### config.mk
export PLATFORM = sky130hd
export DESIGN_NAME = rx_framer_channel_control
export DESIGN_NICKNAME = d
export VERILOG_FILES = /design/src/_unused_placeholder_removed.sv /design/src/rfcc_pkg.sv /design/src/rx_framer_channel_control.sv /design/src/rfcc_boc_detect.sv
export SDC_FILE = /design/constraint.sdc
export NUM_CORES = 1
export LEC_CHECK = 0
export BUFFER_PORTS_ARGS = -buffer_cell sky130_fd_sc_hd__buf_2
export CORE_ASPECT_RATIO = 1.1
export CORE_UTILIZATION = 67
export CTS_CLUSTER_DIAMETER = 80
export DETAILED_ROUTE_END_ITERATION = 8
export PLACE_DENSITY = 0.83
export SLEW_MARGIN = 40
export SYNTH_ARGS = -nofsm -noshare
export SYNTH_HDL_FRONTEND = slang
export SYNTH_HIERARCHICAL = 1
export SYNTH_SLANG_ARGS = --single-unit
### constraint.sdc
create_clock -name clk -period 4.35 [get_ports clk]
set_input_delay 0.435 -clock clk [delete_from_list [all_inputs] [get_ports clk]]
set_output_delay 0.435 -clock clk [all_outputs]
set_load 0.02 [all_outputs]
### src/_unused_placeholder_removed.sv
`timescale 1ns/10ps
`default_nettype none
`default_nettype wire

### src/rfcc_pkg.sv
// Purpose: shared constants and carriers of the receive framer channel control
// Assumes: 8-bit host port, byte addressed, 25 MHz clock
// Notes:   offsets, bit positions, reset values and counts live here only
`default_nettype none
package rfcc_pkg;
    // register offsets
    localparam logic [7:0] ADDR_SIG_CTRL   = 8'h13;
    localparam logic [7:0] ADDR_MODE_SHARE = 8'h14;
    localparam logic [7:0] ADDR_BOC_CTRL   = 8'h15;
    localparam logic [7:0] ADDR_IDLE_FIRST = 8'h20;
    localparam logic [7:0] ADDR_IDLE_LAST  = 8'h3f;
    localparam logic [7:0] ADDR_FORCE_1    = 8'hc0;
    localparam logic [7:0] ADDR_FORCE_3    = 8'hc2;
    localparam logic [7:0] ADDR_MW_1       = 8'hc3;
    localparam logic [7:0] ADDR_MW_3       = 8'hc5;
    localparam logic [7:0] ADDR_LSTAT7     = 8'hc6;
    localparam logic [7:0] REG_RESET       = 8'h00;
    // field positions
    localparam int SIG_FORCE_BIT = 4;
    localparam int RAS_BIT       = 0;
    localparam int SA_MASK_W     = 5;
    localparam int BOC_RST_BIT   = 7;
    localparam int BOC_CLR_LSB   = 4;
    localparam int BOC_VAL_LSB   = 1;
    localparam int LSTAT_SA_BIT  = 0;
    localparam int CH_BIT2_POS   = 6;
    // channels
    localparam int NUM_CH = 32;
    localparam int T1_CH  = 24;
    localparam logic [4:0] T1_LAST_IDX = 5'd23;
    localparam logic [3:0] RAI_FRAME   = 4'd12;
    // code detector timing
    localparam int CLK_NS          = 40;
    localparam int BOC_RST_MAX_NS  = 250000;
    localparam int BOC_RST_MAX_CYC = BOC_RST_MAX_NS / CLK_NS;
    localparam logic [2:0] BOC_RST_CYC = 3'd4;
    localparam logic [6:0] BOC_CLR_STEP = 7'd16;
    localparam logic [2:0] BOC_VAL_N1 = 3'd3;
    localparam logic [2:0] BOC_VAL_N2 = 3'd5;
    localparam logic [2:0] BOC_VAL_N3 = 3'd7;

    typedef enum logic [3:0] {
        BOC_IDLE  = 4'b0001,
        BOC_RESET = 4'b0010,
        BOC_INTEG = 4'b0100,
        BOC_DISIN = 4'b1000
    } rfcc_boc_e;

    typedef struct packed {
        logic       strobe;
        logic [4:0] idx;
        logic [7:0] data;
        logic       sigFrame;
    } rfcc_chan_s;

    typedef struct packed {
        logic       strobe;
        logic [5:0] code;
        logic       ok;
    } rfcc_pat_s;
endpackage
`default_nettype wire

### src/rx_framer_channel_control.sv
// Purpose: receive framer channel controls, register bank and data substitution
// Assumes: channel words and strobes synchronous to clk; e1Mode static in use
// Notes:   read data is registered, one cycle after the read strobe
//
// Overview of operation
// - remote alarm select picks all-channel bit-2 zeros or frame-12 S-bit one.
// - enabled Sa4..Sa8 changes in E1 set latched status seven bit 0.
// - address 014h holds Sa masks in E1, alarm select register in T1.
// - host sets code detector reset; device clears it when reset completes, bounded.
// - new filter settings reach the detector only after its reset completes.
// - cleared flag after 16, 32, 48 or 64 bits without valid code.
// - valid code after 1, 3, 5 or 7 identical error-free codes.
// - detector never integrates and disintegrates at the same time.
// - idle code registers hold 8-bit codes, bit 0 least significant, sent last.
// - idle codes at 020h for channel 1 up to 03Fh for channel 32.
// - idle codes 1-24 used only in T1, 25-32 only in E1.
// - forced channels carry a one in bit 0 on serial out in T1 signaling frames; signaling out stays true.
// - per-channel forcing acts only with signaling control bit 4 set.
// - three force registers, bit 0 of the first is channel 1.
// - milliwatt enabled channels get milliwatt code, others pass unchanged.
// - in T1, signaling control bit 4 lets the force registers set robbed-bit signaling to one.
`timescale 1ns/10ps
`default_nettype none
module rx_framer_channel_control
    import rfcc_pkg::*;
#(
    parameter logic [63:0] MW_CODE = 64'h1e0b0b1e9e8b8b9e
)(
    input  wire logic       clk,
    input  wire logic       rst,
    input  wire logic       e1Mode,
    input  wire logic [7:0] busAddr,
    input  wire logic       busWr,
    input  wire logic       busRd,
    input  wire logic [7:0] busWdata,
    output logic [7:0]      busRdata,
    input  wire rfcc_chan_s chanIn,
    input  wire logic       frameStart,
    input  wire logic [3:0] frameNum,
    input  wire logic       sBit,
    input  wire logic       saStrobe,
    input  wire logic [4:0] saBits,
    input  wire rfcc_pat_s  bocPat,
    input  wire logic       bocBitStrobe,
    output rfcc_chan_s      rx_serial_out,
    output logic            rx_signaling_out,
    output logic [7:0]      idleCode,
    output logic            remoteAlarm,
    output logic            receive_latched_status_seven,
    output logic            codeValid,
    output logic [5:0]      codeOut,
    output logic            code_cleared_flag
);
    typedef struct packed {
        logic                 force_signaling_ones_en;
        logic                 remote_alarm_select;
        logic [SA_MASK_W-1:0] saMask;
        logic                 code_detector_reset_req;
        logic [1:0]           code_clear_filter;
        logic [1:0]           code_valid_filter;
        logic [NUM_CH-1:0][7:0] idle;
        logic [2:0][7:0]      forceOnes;
        logic [2:0][7:0]      mwEn;
        logic                 lstatSa;
        logic [SA_MASK_W-1:0] saPrev;
        logic                 saSeen;
        logic                 allZero;
        logic                 remAlarm;
        logic [2:0]           mwPhase;
        logic [7:0]           rdata;
        rfcc_chan_s           out;
        logic                 sigOut;
        logic [7:0]           idleOut;
    } rfcc_state_s;

    rfcc_state_s s;
    rfcc_state_s next_s;
    logic        bocDone;
    logic        inT1Range;
    logic        chForce;
    logic        chMw;
    logic [4:0]  idleIdx;
    logic [1:0]  grpIdx;
    logic [7:0]  rd;
    logic [7:0]  chData;
    logic        saChange;
    logic        idleLegal;

    rfcc_boc_detect u_boc (
        .clk             (clk),
        .rst             (rst),
        .resetReq        (s.code_detector_reset_req),
        .validSel        (s.code_valid_filter),
        .clearSel        (s.code_clear_filter),
        .pat             (bocPat),
        .bitStrobe       (bocBitStrobe),
        .resetDone       (bocDone),
        .codeValid       (codeValid),
        .codeOut         (codeOut),
        .codeClearedFlag (code_cleared_flag)
    );

    always_comb begin
        next_s = s;
        idleIdx = busAddr[4:0];
        grpIdx = 2'd0;
        rd = REG_RESET;
        inT1Range = (chanIn.idx <= T1_LAST_IDX);
        chForce = inT1Range && s.forceOnes[chanIn.idx[4:3]][chanIn.idx[2:0]];
        chMw = inT1Range && s.mwEn[chanIn.idx[4:3]][chanIn.idx[2:0]];
        chData = chanIn.data;
        saChange = |((saBits ^ s.saPrev) & s.saMask);
        // codes outside the current line mode are not used
        idleLegal = e1Mode ? !inT1Range : inT1Range;

        // register writes
        if (busWr) begin
            if (busAddr == ADDR_SIG_CTRL) begin
                next_s.force_signaling_ones_en = busWdata[SIG_FORCE_BIT];
            end
            // shared address decoded by line mode
            if (busAddr == ADDR_MODE_SHARE) begin
                if (e1Mode) begin
                    next_s.saMask = busWdata[SA_MASK_W-1:0];
                end else begin
                    next_s.remote_alarm_select = busWdata[RAS_BIT];
                end
            end
            // control register exists in T1 only
            if (busAddr == ADDR_BOC_CTRL && !e1Mode) begin
                next_s.code_detector_reset_req = busWdata[BOC_RST_BIT];
                next_s.code_clear_filter = busWdata[BOC_CLR_LSB +: 2];
                next_s.code_valid_filter = busWdata[BOC_VAL_LSB +: 2];
            end
            if (busAddr >= ADDR_IDLE_FIRST && busAddr <= ADDR_IDLE_LAST) begin
                next_s.idle[idleIdx] = busWdata;
            end
            // three force registers of eight channels
            if (busAddr >= ADDR_FORCE_1 && busAddr <= ADDR_FORCE_3) begin
                grpIdx = 2'(busAddr - ADDR_FORCE_1);
                next_s.forceOnes[grpIdx] = busWdata;
            end
            // milliwatt enables share the same layout
            if (busAddr >= ADDR_MW_1 && busAddr <= ADDR_MW_3) begin
                grpIdx = 2'(busAddr - ADDR_MW_1);
                next_s.mwEn[grpIdx] = busWdata;
            end
            if (busAddr == ADDR_LSTAT7 && busWdata[LSTAT_SA_BIT]) begin
                next_s.lstatSa = 1'b0;
            end
        end

        if (bocDone) begin
            next_s.code_detector_reset_req = 1'b0;
        end

        // masked Sa change sets latched status, set wins over clear
        if (saStrobe) begin
            if (e1Mode && s.saSeen && saChange) begin
                next_s.lstatSa = 1'b1;
            end
            next_s.saPrev = saBits;
            next_s.saSeen = 1'b1;
        end

        // remote alarm detection per selected criterion
        if (!e1Mode && chanIn.strobe && chanIn.data[CH_BIT2_POS]) begin
            next_s.allZero = 1'b0;
        end
        if (frameStart) begin
            next_s.allZero = 1'b1;
            next_s.mwPhase = s.mwPhase + 3'd1;
            if (!s.remote_alarm_select) begin
                next_s.remAlarm = s.allZero;
            end else if (frameNum == RAI_FRAME) begin
                next_s.remAlarm = sBit;
            end
        end

        // milliwatt substitution; a clear bit passes data unchanged
        if (chMw) begin
            chData = MW_CODE[(7 - int'(s.mwPhase)) * 8 +: 8];
        end
        // forcing gated by the signaling control bit
        // robbed bit forced to one in T1 signaling frames
        if (!e1Mode && s.force_signaling_ones_en && chForce && chanIn.sigFrame) begin
            chData[0] = 1'b1;
        end
        next_s.out.strobe = chanIn.strobe;
        if (chanIn.strobe) begin
            next_s.out.idx = chanIn.idx;
            next_s.out.sigFrame = chanIn.sigFrame;
            next_s.out.data = chData;
            // signaling output keeps the received bit
            next_s.sigOut = chanIn.sigFrame && chanIn.data[0];
            // code presented whole, bit 0 is its last serial bit
            next_s.idleOut = idleLegal ? s.idle[chanIn.idx] : REG_RESET;
        end

        if (busAddr == ADDR_SIG_CTRL) begin
            rd[SIG_FORCE_BIT] = s.force_signaling_ones_en;
        end else if (busAddr == ADDR_MODE_SHARE) begin
            if (e1Mode) begin
                rd[SA_MASK_W-1:0] = s.saMask;
            end else begin
                rd[RAS_BIT] = s.remote_alarm_select;
            end
        end else if (busAddr == ADDR_BOC_CTRL && !e1Mode) begin
            rd[BOC_RST_BIT] = s.code_detector_reset_req;
            rd[BOC_CLR_LSB +: 2] = s.code_clear_filter;
            rd[BOC_VAL_LSB +: 2] = s.code_valid_filter;
        end else if (busAddr >= ADDR_IDLE_FIRST && busAddr <= ADDR_IDLE_LAST) begin
            rd = s.idle[idleIdx];
        end else if (busAddr >= ADDR_FORCE_1 && busAddr <= ADDR_FORCE_3) begin
            rd = s.forceOnes[2'(busAddr - ADDR_FORCE_1)];
        end else if (busAddr >= ADDR_MW_1 && busAddr <= ADDR_MW_3) begin
            rd = s.mwEn[2'(busAddr - ADDR_MW_1)];
        end else if (busAddr == ADDR_LSTAT7) begin
            rd[LSTAT_SA_BIT] = s.lstatSa;
        end
        if (busRd) begin
            next_s.rdata = rd;
        end
    end

    always_ff @(posedge clk) begin
        if (rst) begin
            s <= '0;
        end else begin
            s <= next_s;
        end
    end

    assign busRdata = s.rdata;
    assign rx_serial_out = s.out;
    assign rx_signaling_out = s.sigOut;
    assign idleCode = s.idleOut;
    assign remoteAlarm = s.remAlarm;
    assign receive_latched_status_seven = s.lstatSa;

    chk_rst_bit_clears: assert property (@(posedge clk) disable iff (rst)
        $rose(s.code_detector_reset_req) |-> ##[1:8] !s.code_detector_reset_req)
        else $error("detector reset request never cleared");
    chk_sa_change_set: assert property (@(posedge clk) disable iff (rst)
        (saStrobe && e1Mode && s.saSeen && saChange) |=> receive_latched_status_seven)
        else $error("enabled Sa change did not latch status");
    chk_sa_mask_t1: assert property (@(posedge clk) disable iff (rst)
        (busWr && busAddr == ADDR_MODE_SHARE && !e1Mode) |=> $stable(s.saMask))
        else $error("Sa mask written in T1 mode");
    chk_force_ones_out: assert property (@(posedge clk) disable iff (rst)
        (chanIn.strobe && !e1Mode && s.force_signaling_ones_en && chForce && chanIn.sigFrame)
        |=> rx_serial_out.data[0] && rx_signaling_out == $past(chanIn.data[0]))
        else $error("forced channel not ones or signaling output altered");
    chk_force_gated: assert property (@(posedge clk) disable iff (rst)
        (chanIn.strobe && !s.force_signaling_ones_en && !chMw)
        |=> rx_serial_out.data == $past(chanIn.data))
        else $error("channel data changed without enable");
    chk_mw_subst: assert property (@(posedge clk) disable iff (rst)
        (chanIn.strobe && chMw && !chForce)
        |=> rx_serial_out.data == MW_CODE[(7 - int'($past(s.mwPhase))) * 8 +: 8])
        else $error("milliwatt code not substituted");
    chk_ras_frame12: assert property (@(posedge clk) disable iff (rst)
        (frameStart && s.remote_alarm_select && frameNum == RAI_FRAME)
        |=> remoteAlarm == $past(sBit))
        else $error("frame 12 S-bit alarm not followed");
    chk_ras_zeros: assert property (@(posedge clk) disable iff (rst)
        (frameStart && !s.remote_alarm_select) |=> remoteAlarm == $past(s.allZero))
        else $error("bit-2 zeros alarm not followed");
    chk_idle_mode: assert property (@(posedge clk) disable iff (rst)
        (chanIn.strobe && e1Mode && inT1Range) |=> idleCode == REG_RESET)
        else $error("T1 idle code used in E1 mode");
    chk_reset_zero: assert property (@(posedge clk)
        rst |=> busRdata == REG_RESET && !receive_latched_status_seven)
        else $error("register not zero after reset");
endmodule
`default_nettype wire

### src/rfcc_boc_detect.sv
// Purpose: bit oriented code detector with validity and clear filters
// Assumes: pattern and message bit strobes are one-cycle pulses
// Notes:   filter selections are sampled only during the detector reset
`timescale 1ns/10ps
`default_nettype none
module rfcc_boc_detect
    import rfcc_pkg::*;
(
    input  wire logic       clk,
    input  wire logic       rst,
    input  wire logic       resetReq,
    input  wire logic [1:0] validSel,
    input  wire logic [1:0] clearSel,
    input  wire rfcc_pat_s  pat,
    input  wire logic       bitStrobe,
    output logic            resetDone,
    output logic            codeValid,
    output logic [5:0]      codeOut,
    output logic            codeClearedFlag
);
    typedef struct packed {
        rfcc_boc_e  st;
        logic [6:0] cnt;
        logic [2:0] rstCnt;
        logic [1:0] vSel;
        logic [1:0] cSel;
        logic [5:0] lastCode;
        logic [5:0] code;
        logic       done;
        logic       cleared;
    } rfcc_det_s;

    rfcc_det_s s;
    rfcc_det_s next_s;
    logic [2:0] needValid;
    logic [6:0] needClear;

    always_comb begin
        case (s.vSel)
            2'd0:    needValid = 3'd1;
            2'd1:    needValid = BOC_VAL_N1;
            2'd2:    needValid = BOC_VAL_N2;
            default: needValid = BOC_VAL_N3;
        endcase
        needClear = BOC_CLR_STEP * ({5'd0, s.cSel} + 7'd1);
    end

    always_comb begin
        next_s = s;
        next_s.done = 1'b0;
        next_s.cleared = 1'b0;
        case (s.st)
            BOC_RESET: begin
                next_s.vSel = validSel;
                next_s.cSel = clearSel;
                next_s.cnt = 7'd0;
                next_s.rstCnt = s.rstCnt + 3'd1;
                if (s.rstCnt == BOC_RST_CYC - 3'd1) begin
                    next_s.done = 1'b1;
                    next_s.st = BOC_INTEG;
                end
            end
            BOC_INTEG: begin
                if (pat.strobe) begin
                    next_s.lastCode = pat.code;
                    if (!pat.ok) begin
                        next_s.cnt = 7'd0;
                    end else if (s.cnt == 7'd0 || pat.code == s.lastCode) begin
                        next_s.cnt = s.cnt + 7'd1;
                    end else begin
                        next_s.cnt = 7'd1;
                    end
                    if (pat.ok && next_s.cnt >= {4'd0, needValid}) begin
                        next_s.code = pat.code;
                        next_s.cnt = 7'd0;
                        next_s.st = BOC_DISIN;
                    end
                end
            end
            // disintegration only while valid, never with integration
            BOC_DISIN: begin
                if (pat.strobe && pat.ok && pat.code == s.code) begin
                    next_s.cnt = 7'd0;
                end else if (bitStrobe) begin
                    next_s.cnt = s.cnt + 7'd1;
                    if (s.cnt + 7'd1 == needClear) begin
                        next_s.cnt = 7'd0;
                        next_s.cleared = 1'b1;
                        next_s.st = BOC_INTEG;
                    end
                end
            end
            default: begin
                next_s.st = BOC_INTEG;
            end
        endcase
        // done blocks a retrigger while the request bit is still being cleared
        if (resetReq && !s.done && s.st != BOC_RESET) begin
            next_s.st = BOC_RESET;
            next_s.rstCnt = 3'd0;
        end
    end

    always_ff @(posedge clk) begin
        if (rst) begin
            s <= '{st: BOC_IDLE, default: '0};
        end else begin
            s <= next_s;
        end
    end

    assign resetDone = s.done;
    assign codeValid = (s.st == BOC_DISIN);
    assign codeOut = s.code;
    assign codeClearedFlag = s.cleared;

    chk_boc_reset_bound: assert property (@(posedge clk) disable iff (rst)
        (s.st == BOC_RESET && $past(s.st) != BOC_RESET) |-> ##[3:4] resetDone)
        else $error("code detector reset did not finish in time");
    chk_boc_no_overlap: assert property (@(posedge clk) disable iff (rst)
        (s.st == BOC_INTEG) |-> !codeClearedFlag || $past(s.st) == BOC_DISIN)
        else $error("clear reported while integrating");
endmodule
`default_nettype wire

==> impl_metrics.py, run 1 <==
metrics = {
    "clock_network": {
        "insertion_delay_ps": 550,
        "post_cts_resized": 0,
        "cts_tree": "done",
        "clock_path_buffers": 3,
        "cts-root-buf": "clkbuf_16",
        "ctsHtreeMaxLevel": 2,
        "cts_sinks": 392,
        "cts_inserted_buffers": 41,
        "cts.reportedPaths.clkPinSlew_ps": 60,
        "ctsHoldBuffers": 0,
        "post_cts_buffers": 0,
    },
    "power": {
        "vdd_drop_max_v": 0.000362,
        "p_leak_nw": 8.51,
        "powerDensity_mw_per_mm2": 351,
        "total_power_mw": 7.91,
    },
    "detailed_routing": {
        "post_drt_via_cell_ratio": 7.00,
        "wire_per_inst_um": 23.6,
        "wirelength_um": 62100,
        "drc": 0,
        "dr.pass1.iters": 7,
        "via_count": 18400,
        "ant_nets": 0,
        "dr.first_iter.drc_count": 2627,
    },
    "hold_path": {
        "hold_depth": 2,
        "holdPathEnd": "rx_serial_out[4]$_SDFFE_PP0P_",
        "hp-start": "chanIn[4]",
        "min_path_type": "in -> reg",
    },
    "placement": {
        "dpl_cell_area_mm2": 0.0211,
        "dp_cells": 2554,
        "io_buffers": 98,
        "post-place-ws_ps": 945,
        "dp_hpwl_um": 40200,
        "place_congestion": 0.962,
    },
    "layout": {
        "fin_area_mm2": 0.0225,
        "final_cells": 2628,
        "syn_to_final_growth_pct": 7.62,
        "layout-drive-gt1-share": 0.181,
        "final_core_util": 0.737,
        "fin_nets": 2253,
    },
    "yosys": {
        "synth-seq-cells": 392,
        "synth_ff_type": "dfxtp_1",
        "yosysMostFrequentCell": "dfxtp_1",
        "synth_top_area_share": 0.375,
        "yosysTopAreaCell": "dfxtp_1",
        "synthTopCellsByCount": "dfxtp_1 (392), nand2_1 (302), nand3_1 (266)",
        "syn_nets": 2324,
        "yosysWarningCount": 6,
        "ys_seq_area_frac": 0.375,
        "syn-cell-area_mm2": 0.0210,
        "synth_area_leaders": "dfxtp_1 (37%), mux4_2 (16%), mux2i_1 (7.0%), nand3_1 (6.4%), a21oi_1 (6.2%)",
        "synthCells": 2254,
        "synth_edf_count": 0,
        "async_flop_share": 0,
        "synth.avg_cell_area_um2": 9.30,
        "ys_types": 87,
    },
    "sta": {
        "report.final.slew_viol_count": 0,
        "hold_viol": 0,
        "min_period_ps": 3410,
        "min_period_over_period": 0.784,
        "rsz0062_at_grt": "no",
        "setup_ws_ps": 938,
        "worst_pin_slew_ps": 873,
        "holdWs_ps": 122,
        "max_freq_mhz": 293,
        "setup_violations": 0,
        "relSlewSlack": 0.418,
        "finClkSkew_ps": 18.3,
        "setup_tns_ps": 0,
    },
    "setup_path": {
        "critPathKind": "reg -> reg",
        "required_ps": 4800,
        "startpoint_type": "flip-flop",
        "r2r_slack_ps": 940,
        "worstPathArrival_ps": 3860,
        "reg2regPathDepth": 12,
        "crit_start": "u_boc/s[21]$_SDFFE_PP0P_",
        "reg2reg_from": "u_boc/s[21]$_SDFFE_PP0P_",
        "r2r_end": "u_boc/s[21]$_SDFFE_PP0P_",
        "crit_path_end_kind": "flip-flop",
        "cp_max_fo": 11,
    },
    "floorplan": {
        "die_h_um": 187,
        "start_util": 0.685,
        "core-area_mm2": 0.0306,
        "die-area_mm2": 0.0320,
        "num_rows": 67,
        "io_pins": 99,
        "die_w_um": 171,
    },
    "grt": {
        "grt_pass1_vias": 17700,
        "overflow": 0,
        "grt_max_degree": 112,
        "grt_usage": 0.390,
        "grt_pass1_wl_um": 97500,
        "antenna_found_initial": 3,
    },
    "run_status": {
        "outcome": "finished, final reports clean",
    },
    "job": {
        "max_cap_viol_count": 0,
    },
}
[per-layer routing]
| metal | wire [um] | vias to the layer above | track usage |
|---|---|---|---|
| met5 | 13 | - | 0 |
| li1 | - | 8015 | - |
| met1 | 22800 | 8843 | 0.503 |
| met4 | 3380 | 2 | 0.194 |
| met2 | 28400 | 1251 | 0.607 |
| met3 | 7490 | 276 | 0.0990 |
[layout by cell type, fill, tap and decap left out, types with 15 or more instances in the layout]
cell / netlist / routed
a21oi_1: 260 / 260
a22oi_1: 24 / 24
buf_2: 31 / 86
buf_4: 52 / 44
clkbuf_16: 0 / 43
dfxtp_1: 392 / 392
inv_1: 20 / 20
mux2_2: 21 / 21
mux2i_1: 147 / 147
mux4_2: 149 / 149
nand2_1: 302 / 302
nand3_1: 266 / 266
nor2_1: 152 / 152
nor2b_1: 23 / 22
nor3_1: 17 / 16
xnor2_1: 15 / 15
[layout make-up]
type	count	area (um2)
multi-input combinational	1593	11900
clock inverter	12	141
tap	414	518
timing repair buffer	134	827
antenna	1	2.50
inverter	21	78.8
sequential	392	7850
fill	2148	8050
clock buffer	61	1250
[kinds of logic after synthesis]
| logic type | Yosys count | synth area share |
|---|---|---|
| AO/OA/AOI/OAI | 395 | 0.115 |
| XOR/XNOR | 28 | 0.0131 |
| adder cells (fa/ha/maj) | 13 | 0.00776 |
| buffers and inverters | 269 | 0.0609 |
| flip-flops | 392 | 0.375 |
| multiplexers | 319 | 0.244 |
| AND/OR/NAND/NOR | 838 | 0.184 |
[worst max path at each step]
stage,end,slack [ps],cells past startpoint
CTS,u_boc/s[21]$_SDFFE_PP0P_,1000,12
detailed placement,s[162]$_SDFFE_PP0P_,940,7
finish,u_boc/s[21]$_SDFFE_PP0P_,940,12
global route,u_boc/s[21]$_SDFFE_PP0P_,630,12
floorplan,u_boc/s[21]$_SDFFE_PP0P_,1650,14
global placement,u_boc/s[21]$_SDFFE_PP0P_,930,12
[worst max-delay path, cell delays in order, from the launching register on]
cell	delay (ps)
dfxtp_1	420
inv_1	120
ha_1	140
nor4b_1	380
nand2_1	120
o21ai_1	290
and3_1	240
ha_1	260
a21oi_1	260
and3_1	220
and3_1	400
o2111ai_1	210
a311oi_2	260
[where the power goes]
part           switching [mW]  leakage [nW]  internal [mW]
registers              0.0219          3.16           3.62
clock network            1.47         0.692           2.17
logic                   0.443          4.65          0.189
[registers in the layout, indices dropped and copies added (netlist names)]
signal                        count
s                               326
receive_latched_status_seven      1
u_boc/s                          24
idleCode                          8
u_boc/codeClearedFlag             1
busRdata                          8
remoteAlarm                       1
u_boc/codeOut                     6
u_boc/resetDone                   1
rx_serial_out                    15
rx_signaling_out                  1
Note: power is estimated with default switching activity, not from simulation.
==> inputs of run 2 (changes only) <==
- CORE_UTILIZATION: 67 -> 62
- PLACE_DENSITY: 0.83 -> 0.77
- clock period: 4.35 -> 3.19 ns (I/O delays scaled with it)
==> run 2 against run 1 <==
Compared with the run above:
- sequential share of layout area down 0.62 points
- critical path depth did not move
- sequential cell count stayed put
- worst hold slack lost 86 ps
- first-iteration DRC count fell by 10%
- final area up 1.8%
- sequential power increased by 36%
- via count rose by 0.47%
- largest power group is now the clock network
- critical endpoint is now u_boc/s[30]$_SDFFE_PP0P_
==> impl_metrics.py, run 2 (synthesis results as in run 1) <==
metrics = {
    "clock_network": {
        "ctsHtreeMaxLevel": 2,
        "cts_sinks": 392,
        "cts_tree": "done",
        "insertion_delay_ps": 560,
        "cts-root-buf": "clkbuf_16",
        "post_cts_buffers": 0,
        "clock_path_buffers": 3,
        "cts_inserted_buffers": 42,
        "cts.reportedPaths.clkPinSlew_ps": 60,
    },
    "hold_path": {
        "hp-start": "saBits[3]",
        "min_path_type": "in -> reg",
    },
    "sta": {
        "report.final.slew_viol_count": 0,
        "holdWs_ps": 35.5,
        "min_period_over_period": 0.894,
        "worst_pin_slew_ps": 795,
        "max_freq_mhz": 351,
        "min_period_ps": 2850,
        "relSlewSlack": 0.470,
        "setup_violations": 0,
        "finClkSkew_ps": 24.1,
        "setup_tns_ps": 0,
        "hold_viol": 0,
        "rsz0062_at_grt": "no",
    },
    "grt": {
        "grt_usage": 0.362,
        "grt_pass1_vias": 17700,
        "grt_pass1_wl_um": 97700,
        "antenna_found_initial": 0,
        "overflow": 0,
        "grt_max_degree": 86,
    },
    "run_status": {
        "outcome": "finished, final reports clean",
    },
    "setup_path": {
        "required_ps": 3680,
        "worstPathArrival_ps": 3340,
        "startpoint_type": "flip-flop",
        "crit_start": "u_boc/s[22]$_SDFFE_PP0P_",
        "reg2reg_from": "u_boc/s[22]$_SDFFE_PP0P_",
        "crit_path_end_kind": "flip-flop",
        "critPathKind": "reg -> reg",
        "cp_max_fo": 8,
    },
    "floorplan": {
        "die-area_mm2": 0.0345,
        "core-area_mm2": 0.0333,
        "io_pins": 99,
        "die_w_um": 177,
        "die_h_um": 195,
        "num_rows": 70,
        "start_util": 0.630,
    },
    "power": {
        "vdd_drop_max_v": 0.000443,
        "powerDensity_mw_per_mm2": 477,
        "p_leak_nw": 8.73,
    },
    "detailed_routing": {
        "wirelength_um": 63000,
        "post_drt_via_cell_ratio": 6.88,
        "drc": 0,
        "dr.first_iter.drc_count": 2365,
        "dr.pass1.iters": 6,
        "via_count": 18500,
        "ant_nets": 0,
        "wire_per_inst_um": 23.5,
    },
    "placement": {
        "place_congestion": 0.939,
        "dp_cells": 2608,
        "io_buffers": 98,
        "dp_hpwl_um": 41000,
    },
    "layout": {
        "mostFrequentLayoutCells": "dfxtp_1 (392), nand2_1 (302), nand3_1 (266)",
        "final_cells": 2684,
        "largest_reg_flops": 326,
        "layout-drive-gt1-share": 0.194,
        "top_register": "s",
        "final_common_cell": "dfxtp_1",
        "n_antenna_cell": 0,
        "syn_to_final_growth_pct": 9.57,
        "fin_nets": 2292,
    },
    "job": {
        "max_cap_viol_count": 0,
    },
}
## run 2: changes by cell type in the layout (fill, tap and decap cells not counted), sizes merged
cell / change
inv: -1
buf: +36
clkbuf: +1
clkinvlp: +1
dlygate4sd3: +2
diode: -1
## run 2: layout make-up
class | count | area (um2)
multi-input cells | 1593 | 11900
repair buffers | 172 | 1180
fillers | 2571 | 10300
clock inverters | 12 | 140
well taps | 432 | 541
inverters | 21 | 78.8
clock buffers | 62 | 1300
flip-flops and latches | 392 | 7850
## run 2: through the flow
step | instance area [um2] | setup slack, ps | utilization | power (mW)
2_1_floorplan | 21000 | 490 | - | 5.68
3_3_place_gp | 21400 | 383 | 0.644 | 5.92
3_5_place_dp | 21500 | 234 | 0.645 | 5.94
4_1_cts | 22900 | 170 | 0.689 | 11.0
5_1_grt | 23000 | 138 | 0.690 | 11.2
6_report | 23000 | 338 | 0.690 | 11.0
## run 2: metal layers
metal	GRT usage	routed length [um]	vias up
met2	0.580	29500	1242
li1	-	-	8096
met3	0.0618	6740	212
met4	0.169	2820	0
met5	0	0	-
met1	0.475	24000	8924
## run 2: where the power goes
part | leakage, nW | switching (mW) | internal, mW
clock network | 0.711 | 2.04 | 3.06
logic | 4.86 | 0.612 | 0.282
registers | 3.16 | 0.0279 | 4.93
## run 2: path summary, 6_finish.rpt
kind                                                  to  slack [ps]  depth (start not counted)
worst max-delay path            u_boc/s[30]$_SDFFE_PP0P_         340                         12
worst min-delay path                  s[41]$_SDFFE_PP0P_          40                          3
worst max register to register  u_boc/s[30]$_SDFFE_PP0P_         340                         12
worst min register to register       s[352]$_SDFFE_PP0P_         430                          1
## run 2: worst max-delay path: stages (launching register included)
cell	delay, ps
dfxtp_1	420
inv_1	90
ha_1	190
nor4b_2	160
nand2_1	100
o21ai_2	100
and3_1	190
ha_1	320
a21oi_1	240
and3_1	210
nand3_1	270
a21boi_0	290
o2111a_1	220
## run 2: timing repair
| item | CTS | global route |
|---|---|---|
| setup endpoints to repair | 0 | 10 |
| hold buffers | 2 | 0 |
| endpoints found under the hold margin | 2 | 0 |
| gates resized for setup | 0 | 2 |
==> inputs of run 3 (changes only) <==
- ABC_AREA: default -> 1
- GPL_ROUTABILITY_DRIVEN: default -> 0
==> run 3 against run 2 <==
Compared with the run above:
- the run now ends with design-rule violations left
- wire length up 13%
- via count up 18%
- clock-buffer cell count is 1 lower
- synthesized area fell by 3.4%
- worst hold slack got worse by 9.6 ps
- sequential cell count stayed put
- sequential share of layout area is 1.5 points higher
- global-route usage grew 5.9 points
==> impl_metrics.py, run 3 <==
metrics = {
    "power": {
        "powerDensity_mw_per_mm2": 510,
        "vdd_drop_max_v": 0.000373,
        "total_power_mw": 11.2,
        "p_leak_nw": 8.81,
    },
    "layout": {
        "final_common_cell": "nand2_1",
        "fillCellCount": 2842,
        "fin_nets": 3035,
        "mostFrequentLayoutCells": "nand2_1 (505), o21ai_0 (437), a21oi_1 (396)",
        "layout-drive-gt1-share": 0.0885,
        "largest_reg_flops": 326,
        "syn_to_final_growth_pct": 8.63,
        "final_cells": 3419,
        "top_register": "s",
        "n_antenna_cell": 0,
    },
    "floorplan": {
        "die_h_um": 192,
        "start_util": 0.629,
        "core-area_mm2": 0.0322,
        "io_pins": 99,
        "die_w_um": 174,
        "num_rows": 69,
        "die-area_mm2": 0.0334,
    },
    "sta": {
        "setup_ws_ps": 542,
        "report.final.slew_viol_count": 0,
        "setup_violations": 0,
        "min_period_over_period": 0.830,
        "hold_viol": 0,
        "finClkSkew_ps": 13.4,
        "setup_tns_ps": 0,
        "rsz0062_at_grt": "no",
        "worst_pin_slew_ps": 907,
        "max_freq_mhz": 378,
        "min_period_ps": 2650,
        "relSlewSlack": 0.391,
    },
    "detailed_routing": {
        "post_drt_via_cell_ratio": 6.40,
        "via_count": 21900,
        "dr.pass1.iters": 9,
        "ant_nets": 0,
        "wirelength_um": 71300,
        "dr.first_iter.drc_count": 3055,
        "wire_per_inst_um": 20.9,
        "drc": 4,
    },
    "clock_network": {
        "cts.reportedPaths.clkPinSlew_ps": 60,
        "post_cts_resized": 0,
        "cts_inserted_buffers": 42,
        "clock_path_buffers": 3,
        "post_cts_buffers": 0,
        "cts_sinks": 392,
        "insertion_delay_ps": 560,
        "cts_tree": "done",
        "ctsHoldBuffers": 0,
        "ctsHtreeMaxLevel": 2,
        "cts-root-buf": "clkbuf_16",
    },
    "yosys": {
        "synth_edf_count": 0,
        "ys_types": 48,
        "syn_nets": 3084,
        "synthCells": 3014,
        "yosysWarningCount": 6,
        "ys_seq_area_frac": 0.388,
        "synth_top_area_share": 0.388,
        "synth.avg_cell_area_um2": 6.72,
        "synth-seq-cells": 392,
        "yosysTopAreaCell": "dfxtp_1",
        "synthTopCellsByCount": "nand2_1 (505), o21ai_0 (437), a21oi_1 (396)",
        "synth_area_leaders": "dfxtp_1 (39%), o21ai_0 (11%), a21oi_1 (9.8%), nand2_1 (9.4%), nor2_1 (7.1%)",
        "synth_ff_type": "dfxtp_1",
        "yosysMostFrequentCell": "nand2_1",
        "syn-cell-area_mm2": 0.0202,
        "async_flop_share": 0,
    },
    "grt": {
        "grt_max_degree": 109,
        "grt_pass1_wl_um": 110000,
        "grt_pass1_vias": 20200,
        "grt_usage": 0.421,
        "overflow": 0,
        "antenna_found_initial": 0,
    },
    "setup_path": {
        "crit_start": "u_boc/s[21]$_SDFFE_PP0P_",
        "crit_buf_inv": 2,
        "cp_max_fo": 12,
        "startpoint_type": "flip-flop",
        "cpMaxStageDelayCell": "dfxtp_1",
        "worstPathArrival_ps": 3060,
        "r2r_slack_ps": 540,
        "critPathKind": "reg -> reg",
        "path_common_cell": "nand2_1",
        "reg2reg_from": "u_boc/s[21]$_SDFFE_PP0P_",
        "crit_path_end_kind": "flip-flop",
        "required_ps": 3600,
        "cp_top_family": "simple AND/OR/NAND/NOR gates",
        "cpPeakStageDelay_ps": 470,
        "cp_cell_sequence": "inv_1 > ha_1 > nand3_1 > nand2_1 > nand2_1 > nor2_1 > ha_1 > a21oi_1 > nand2_1 > nor2_1 > nand3_2 > nand3_2 > inv_1 > nand2_1 > a21oi_1",
    },
    "placement": {
        "dp_hpwl_um": 45200,
        "io_buffers": 98,
        "post-place-ws_ps": 480,
        "dp_cells": 3347,
    },
    "hold_path": {
        "min_path_type": "in -> reg",
        "hp-start": "saBits[1]",
    },
    "job": {
        "max_cap_viol_count": 0,
    },
    "run_status": {
        "violations": "design-rule violations",
        "outcome": "finished, violations left",
    },
}
[run 3: changes by cell type after synthesis, moves of 22 or more]
| cell | change |
|---|---|
| o2111ai_1 | +22 |
| nor2_1 | +230 |
| o21ai_0 | +424 |
| nand3_1 | -110 |
| a21oi_1 | +136 |
| nor2b_1 | -23 |
| clkbuf_1 | -29 |
| mux4_2 | -149 |
| o221ai_1 | +36 |
| inv_1 | +212 |
| o211ai_1 | +36 |
| nand2_1 | +203 |
| mux2i_1 | -147 |
| buf_2 | +58 |
[run 3: cells by family after synthesis]
group | synth area share
flops | 0.388
xor+xnor | 0.00457
simple gates | 0.223
buf+inv | 0.108
fa+ha+maj | 0.00803
compound gates | 0.269
[run 3: where the power goes]
| part | switching [mW] | internal, mW |
|---|---|---|
| clock network | 2.02 | 2.95 |
| logic | 0.922 | 0.330 |
| registers | 0.0343 | 4.95 |
[run 3: worst paths after layout]
| check | to | cells after the start |
|---|---|---|
| worst max register to register | u_boc/codeOut[3]$_SDFFE_PP0P_ | 15 |
| worst min register to register | rx_serial_out[6]$_SDFFE_PP0P_ | 2 |
| worst max-delay path | u_boc/codeOut[3]$_SDFFE_PP0P_ | 15 |
| worst min-delay path | s[39]$_SDFFE_PP0P_ | 3 |
[run 3: through the flow]
| stage | utilization | area, um2 | hold slack, ps |
|---|---|---|---|
| 3_5_place_dp | 0.640 | 20600 | 452 |
| 2_1_floorplan | - | 20200 | 409 |
| 6_report | 0.683 | 22000 | 26.0 |
| 5_1_grt | 0.683 | 22000 | 36.4 |
| 4_1_cts | 0.683 | 22000 | 22.0 |
| 3_3_place_gp | 0.640 | 20600 | 445 |
[run 3: worst min-delay path, stage by stage]
cell    delay, ps
buf_2         100
nor2_1         40
nor2_1         80
[run 3: layout make-up]
| type | count | area (um2) | share of cell area |
|---|---|---|---|
| clock inverters | 11 | 163 | 0.00740 |
| flip-flops and latches | 392 | 7850 | 0.357 |
| inverters | 249 | 940 | 0.0427 |
| multi-input cells | 2118 | 10200 | 0.464 |
| repair buffers | 162 | 1080 | 0.0493 |
| well taps | 426 | 533 | 0.0242 |
| clock buffers | 61 | 1210 | 0.0552 |
[run 3: metal layers]
layer  vias up  global-route usage  wire length [um]
met5         -                   0                 0
met4         0               0.259              4640
met3       390               0.107              9460
met2      1598               0.645             30400
met1      9912               0.530             26800
li1       9973                   -                 -
